**config.mk**
```make
export PLATFORM = sky130hd
export DESIGN_NAME = ipr_regs
export DESIGN_NICKNAME = d
export VERILOG_FILES = /design/src/ipr_pkg.sv /design/src/ipr_prio_if.sv /design/src/ipr_level_dec.sv /design/src/ipr_regs.sv
export VERILOG_INCLUDE_DIRS = /design/src
export SDC_FILE = /design/constraint.sdc
export NUM_CORES = 1
export LEC_CHECK = 0
export ABC_AREA = 0
export BUFFER_PORTS_ARGS = -buffer_cell sky130_fd_sc_hd__buf_2
export CAP_MARGIN = 30
export CORE_ASPECT_RATIO = 0.8
export CORE_MARGIN = 8
export CORE_UTILIZATION = 50
export CTS_BUF_LIST = sky130_fd_sc_hd__clkbuf_4 sky130_fd_sc_hd__clkbuf_8 sky130_fd_sc_hd__clkbuf_16
export DETAILED_ROUTE_END_ITERATION = 7
export PLACE_DENSITY = 0.85
export RECOVER_POWER = 25
export SLEW_MARGIN = 15
export SYNTH_ARGS = -nofsm -noshare
export SYNTH_HDL_FRONTEND = slang
export SYNTH_SLANG_ARGS = --single-unit
```
**constraint.sdc**
```tcl
create_clock -name I_CLK -period 2.4 [get_ports I_CLK]
set_input_delay 0.12 -clock I_CLK [delete_from_list [all_inputs] [get_ports I_CLK]]
set_output_delay 0.12 -clock I_CLK [all_outputs]
set_load 0.02 [all_outputs]
```
**src/ipr_defs.svh**
```systemverilog
// register offsets, field layout and reset values of the priority block
`ifndef IPR_DEFS_SVH
`define IPR_DEFS_SVH

`define IPR_NUM_REGS      5
`define IPR_NUM_SLOTS     20
`define IPR_NUM_SRC       18
`define IPR_FIELD_W       3
`define IPR_SLOTS_PER_REG 4
`define IPR_SLOT_STRIDE   4
`define IPR_TOP_LSB       12

`define IPR_IDX_PRIO0     3'h0
`define IPR_IDX_PRIO1     3'h1
`define IPR_IDX_PRIO2     3'h2
`define IPR_IDX_PRIO3     3'h3
`define IPR_IDX_PRIO4     3'h4
`define IPR_IDX_ENABLE    3'h5
`define IPR_IDX_PENDING   3'h6

`define IPR_MASK_FULL     16'h7777
`define IPR_MASK_REG3     16'h0777
`define IPR_MASK_REG4     16'h7077
`define IPR_FIELD_RST     16'h4444
`define IPR_ENABLE_RST    18'h00000

`define IPR_LEVEL_OFF     3'h0
`define IPR_LEVEL_MIN     3'h1
`define IPR_LEVEL_MAX     3'h7

`endif

```
**src/ipr_pkg.sv**
```systemverilog
// types shared by the priority register block
package ipr_pkg;
	typedef logic [2:0]  ipr_level_t;
	typedef logic [15:0] ipr_word_t;
	typedef logic [17:0] ipr_src_vec_t;
endpackage : ipr_pkg

```
**src/ipr_prio_if.sv**
```systemverilog
// carrier between the register file and the level decoder
`timescale 1ns/1ps
interface ipr_prio_if;
	ipr_pkg::ipr_level_t   field [18];
	ipr_pkg::ipr_src_vec_t enable;
	ipr_pkg::ipr_src_vec_t src;
	ipr_pkg::ipr_level_t   level [18];
	ipr_pkg::ipr_src_vec_t req;

	modport regs (output field, output enable, output src, input level, input req);
	modport dec  (input field, input enable, input src, output level, output req);
endinterface : ipr_prio_if

```
**src/ipr_level_dec.sv**
```systemverilog
// turns stored priority fields into levels and gated requests
`timescale 1ns/1ps
`include "ipr_defs.svh"
module ipr_level_dec (
	input  wire logic I_CLK,
	input  wire logic I_RSTN,
	ipr_prio_if.dec   bus
);
	genvar g;

	generate
		for (g = 0; g < `IPR_NUM_SRC; g = g + 1) begin : g_src
			wire active = (bus.field[g] != `IPR_LEVEL_OFF);
			// codes map straight onto levels, 7 highest, 1 lowest
			assign bus.level[g] = bus.field[g];
			// zero code disables, enable bit gates the source
			assign bus.req[g] = bus.src[g] & bus.enable[g] & active;

		end
	endgenerate
endmodule : ipr_level_dec

```
**src/ipr_regs.sv**
```systemverilog
// priority control registers behind an avalon-mm slave
//
// Design decisions made here: the Avalon-MM interface to the registers and the placing of the registers.
`timescale 1ns/1ps
`include "ipr_defs.svh"
// Contract
// code 111 means level 7, highest
// code 001 means level 1, lowest
// code 000 disables the source
// codes 010..110 map linearly to 2..6
// unassigned bits ignore writes, read zero
// fields reset to 100, all read/write
// reg0: timer1, outcmp1, incap1, extirq0
// reg1: timer2, outcmp2, incap2, dma0
// reg2: uart rx, spi event, spi error, timer3
// reg3: bits 15-11 empty, dma1, adc, uart tx
// reg4: pin change, bits 11-7 empty, i2c
// per-source enable bit gates the request
// levels driven combinationally from stored fields
module ipr_regs (
	input  wire logic        I_CLK,
	input  wire logic        I_RSTN,
	input  wire logic [4:0]  I_AVS_ADDRESS,
	input  wire logic        I_AVS_READ,
	input  wire logic        I_AVS_WRITE,
	input  wire logic [31:0] I_AVS_WRITEDATA,
	input  wire logic [3:0]  I_AVS_BYTEENABLE,
	output logic      [31:0] O_AVS_READDATA,
	output wire logic        O_AVS_WAITREQUEST,
	input  wire logic [17:0] I_SRC_REQ,
	output wire logic [53:0] O_LEVEL,
	output wire logic [17:0] O_REQ
);
	// slot of each source: register * 4 + position from the top field
	localparam int SRC_SLOT [18] = '{0, 1, 2, 3, 4, 5, 6, 7, 8, 9, 10, 11, 13, 14, 15, 16, 18, 19};

	ipr_prio_if u_link ();

	ipr_pkg::ipr_word_t    prio [`IPR_NUM_REGS];
	ipr_pkg::ipr_src_vec_t enable;
	logic                  ack;

	// byte enables widened to a bit mask
	function automatic logic [31:0] lane_mask(input logic [3:0] be);
		lane_mask = {{8{be[3]}}, {8{be[2]}}, {8{be[1]}}, {8{be[0]}}};
	endfunction : lane_mask

	// implemented field bits of each priority register
	function automatic ipr_pkg::ipr_word_t impl_mask(input int r);
		impl_mask = (r == 3) ? `IPR_MASK_REG3 : (r == 4) ? `IPR_MASK_REG4 : `IPR_MASK_FULL;
	endfunction : impl_mask

	wire        access   = I_AVS_READ | I_AVS_WRITE;
	wire [2:0]  idx      = I_AVS_ADDRESS[4:2];
	wire        wr_fire  = I_AVS_WRITE & ack;
	wire [31:0] wr_mask  = lane_mask(I_AVS_BYTEENABLE);

	// one wait cycle on every access
	assign O_AVS_WAITREQUEST = access & ~ack;

	always_ff @(posedge I_CLK) begin
		if (!I_RSTN)
			ack <= 1'b0;
		else
			ack <= access & ~ack;
	end

	genvar r;
	genvar s;

	generate
		for (r = 0; r < `IPR_NUM_REGS; r = r + 1) begin : g_reg
			wire                sel       = wr_fire && (idx == 3'(r));
			wire [15:0]         wmask     = wr_mask[15:0] & impl_mask(r);
			ipr_pkg::ipr_word_t next_prio;
			// unassigned bits never load
			assign next_prio = (prio[r] & ~wmask) | (I_AVS_WRITEDATA[15:0] & wmask);
			always_ff @(posedge I_CLK) begin
				if (!I_RSTN)
					prio[r] <= `IPR_FIELD_RST & impl_mask(r);
				else if (sel)
					prio[r] <= next_prio;
			end
		end

		// field extraction, top field first within each register
		for (s = 0; s < `IPR_NUM_SRC; s = s + 1) begin : g_field
			localparam int RI  = SRC_SLOT[s] / `IPR_SLOTS_PER_REG;
			localparam int LSB = `IPR_TOP_LSB - `IPR_SLOT_STRIDE * (SRC_SLOT[s] % `IPR_SLOTS_PER_REG);
			assign u_link.field[s] = prio[RI][LSB +: `IPR_FIELD_W];
			assign O_LEVEL[s*3 +: 3] = u_link.level[s];

		end
	endgenerate

	wire en_sel = wr_fire && (idx == `IPR_IDX_ENABLE);
	ipr_pkg::ipr_src_vec_t next_enable;
	assign next_enable = (enable & ~wr_mask[17:0]) | (I_AVS_WRITEDATA[17:0] & wr_mask[17:0]);

	always_ff @(posedge I_CLK) begin
		if (!I_RSTN)
			enable <= `IPR_ENABLE_RST;
		else if (en_sel)
			enable <= next_enable;
	end

	assign u_link.enable = enable;
	assign u_link.src    = I_SRC_REQ;
	assign O_REQ         = u_link.req;

	ipr_level_dec u_dec (
		.I_CLK  (I_CLK),
		.I_RSTN (I_RSTN),
		.bus    (u_link)
	);

	// read selection; unmapped words read zero
	wire        is_prio  = (idx <= `IPR_IDX_PRIO4);
	wire [31:0] prio_rd  = is_prio ? {16'h0000, prio[idx]} : 32'h0000_0000;
	wire [31:0] en_rd    = (idx == `IPR_IDX_ENABLE) ? {14'h0, enable} : 32'h0000_0000;
	wire [31:0] pend_rd  = (idx == `IPR_IDX_PENDING) ? {14'h0, u_link.req} : 32'h0000_0000;
	wire [31:0] rd_word  = prio_rd | en_rd | pend_rd;

	always_ff @(posedge I_CLK) begin
		if (!I_RSTN)
			O_AVS_READDATA <= 32'h0000_0000;
		else if (I_AVS_READ && !ack)
			O_AVS_READDATA <= rd_word;
	end
endmodule : ipr_regs

```
==> impl_metrics.env <==
export IMPL_hold_ws_ns=0.01832
export IMPL_cts_sinks=91
export IMPL_root_buffer="clkbuf_16"
export IMPL_drt_iter0_markers=544
export IMPL_yosys_cell_types_count=32
export IMPL_grt_start_max_net_pins=38
export IMPL_diodes=0
export IMPL_nFillCells=772
export IMPL_syn_area_um2=4643
export IMPL_max_stage_delay_ns=0.43
export IMPL_initial_core_util_pct=51.38
export IMPL_grt_use_met2_pct=37.56
export IMPL_cts_buffers=9
export IMPL_cts_htree_levels=3
export IMPL_grt_pass1_vias=4272
export IMPL_crit_chain="nand3b_1 -> or2_2 -> nor2_1 -> nand3_1"
export IMPL_yosysTopAreaCellShare_pct=34.92
export IMPL_route_detailed_drc=0
export IMPL_cp_required_ns=2.46
export IMPL_crit_path_end_kind="register"
export IMPL_ys_seq_area_share_pct=50.88
export IMPL_crit_arrival_ns=2.01
export IMPL_ctsHoldBuffers=0
export IMPL_maxCapViolCount=0
export IMPL_routedWlPerCell_um=23.41
export IMPL_worstSetupPathType="reg2reg"
export IMPL_postPlaceCellArea_um2=5400
export IMPL_ys_ff_latch=91
export IMPL_synthTopCellsByCount="a21oi_1, nand2b_1, edfxtp_1, dfxtp_1, nor2_1"
export IMPL_post_cts_setup_buffer_count=0
export IMPL_p_per_area_nw_per_um2=631.2
export IMPL_insertion_delay_ns=0.34
export IMPL_detailedPlacementHpwl_mm=11.87
export IMPL_critPathLaunchType="register"
export IMPL_overflow=0
export IMPL_worst_slew_pin_slew_ns=0.7943
export IMPL_yosys_warnings=0
export IMPL_die_h_um=102.2
export IMPL_post_cts_resized=0
export IMPL_gr_max_usage_layer="met2"
export IMPL_portBuffers=136
export IMPL_routabilityCongestion=0.8817
export IMPL_fmax_mhz=512.7
export IMPL_synthCells=443
export IMPL_antenna_found_initial=0
export IMPL_grt_use_total_pct=25.40
export IMPL_final_antenna_net_count=0
export IMPL_rows=31
export IMPL_outcome="completed"
export IMPL_dieArea_um2=12650
export IMPL_routed_wl_mm=16.36
export IMPL_tritoncts="done"
export IMPL_io_pins=168
export IMPL_clockBufferDepth=2
export IMPL_hold_violations=0
export IMPL_finalNetCount=642
export IMPL_drive_gt1_share_pct=21.06
export IMPL_fin_tns_setup_ns=0
export IMPL_synthFlopType="edfxtp_1"
export IMPL_grtUsageMet1_pct=33.21
export IMPL_rsz0062_at_grt="no"
export IMPL_min_path_type="in2reg"
export IMPL_area_growth_pct=20.64
export IMPL_relSlewSlack_pct=47.04
export IMPL_vias=4415
export IMPL_skew_ns=0.009860
export IMPL_power_leakage_uw=0.002228
export IMPL_synth_top_area_cell="edfxtp_1"
export IMPL_p_total_uw=3536
export IMPL_fin_crit_sh_pct=81.27
export IMPL_grt_use_met3_pct=11.37
export IMPL_final_area_um2=5602
export IMPL_finalCriticalPeriod_ns=1.950
export IMPL_via_per_inst=6.316
export IMPL_avgSynthCellArea_um2=10.48
export IMPL_postSynth_asyncResetShare_pct=0
export IMPL_peakVddDrop_v=0.0004059
export IMPL_setup_viol=0
export IMPL_crit_fanout=7
export IMPL_clkTransAtPathRegs_ns=0.07
export IMPL_core_area_um2=9037
export IMPL_crit_slowest_cell="nor2_1"
export IMPL_die_x_um=123.7
export IMPL_final_max_slew_viol_count=0
export IMPL_dr_pass1_iters=5
export IMPL_synth_area_leaders="edfxtp_1, dfxtp_1, nand2b_1, mux2i_1, a21oi_1"
export IMPL_grt_pass1_wl_mm=24.09
export IMPL_synth_edf_count=54
==> routing by layer <==
metal	up-vias	wire, um
met2	373	7312
met4	0	202
met5	-	0
li1	1879	-
met1	2134	6350
met3	29	2497
==> worst max-delay path: cells and delay by family, from the launching register on <==
| kind | cells | cell delay [ns] |
|---|---|---|
| DFF | 1 | 0.40 |
| and+or+nand+nor | 4 | 1.27 |
==> layout make-up <==
cell class	instances	area, um^2	share of cell area, %
multi-input cells	326	2108	37.64
clock inverters	6	41.29	0.7371
clock buffers	10	232.7	4.155
inverters	2	7.507	0.1340
flip-flops and latches	91	2362	42.17
well taps	115	143.9	2.569
repair buffers	149	705.7	12.60
==> through the flow <==
stage	setup WS [ns]	std cells	utilization [%]
2_1_floorplan	0.4648	456	-
3_3_place_gp	0.6277	683	59.75
3_5_place_dp	0.5703	683	59.75
4_1_cts	0.5385	699	62.79
5_1_grt	0.3734	699	61.98
6_report	0.4496	699	61.98
==> logic make-up after synthesis <==
family                 Yosys count  synth area share, %
and+or+nand+nor                155                17.89
AOI/OAI and AO/OA              118                15.44
other                            1              0.08076
DFF                             91                50.88
muxes                           39                10.83
buffers and inverters           39                4.877
==> power by group <==
group	switching, uW	internal [uW]	leakage [uW]
logic	313	147	0.00130
registers	50.1	1700	0.000800
clock network	608	714	0.000130
==> final timing paths <==
check                           start     endpoint  slack (ns)  cells past startpoint
hold / removal    I_AVS_WRITEDATA[11]     register        0.02                      3
hold reg to reg                   ack          ack        0.52                      1
setup / recovery                  ack  prio[1][14]        0.45                      4
setup reg to reg                  ack  prio[1][14]        0.45                      4
==> placed cells by master, fill, tap and decap left out, types with 21 or more instances in the layout <==
master    instances
a21oi_1          57
buf_2            78
clkbuf_1         58
dfxtp_1          37
edfxtp_1         54
mux2i_1          30
nand2_1          29
nand2b_1         57
nand3_1          21
nor2_1           32
o21ai_0          21
No activity file was read; power rests on OpenSTA's default activity.
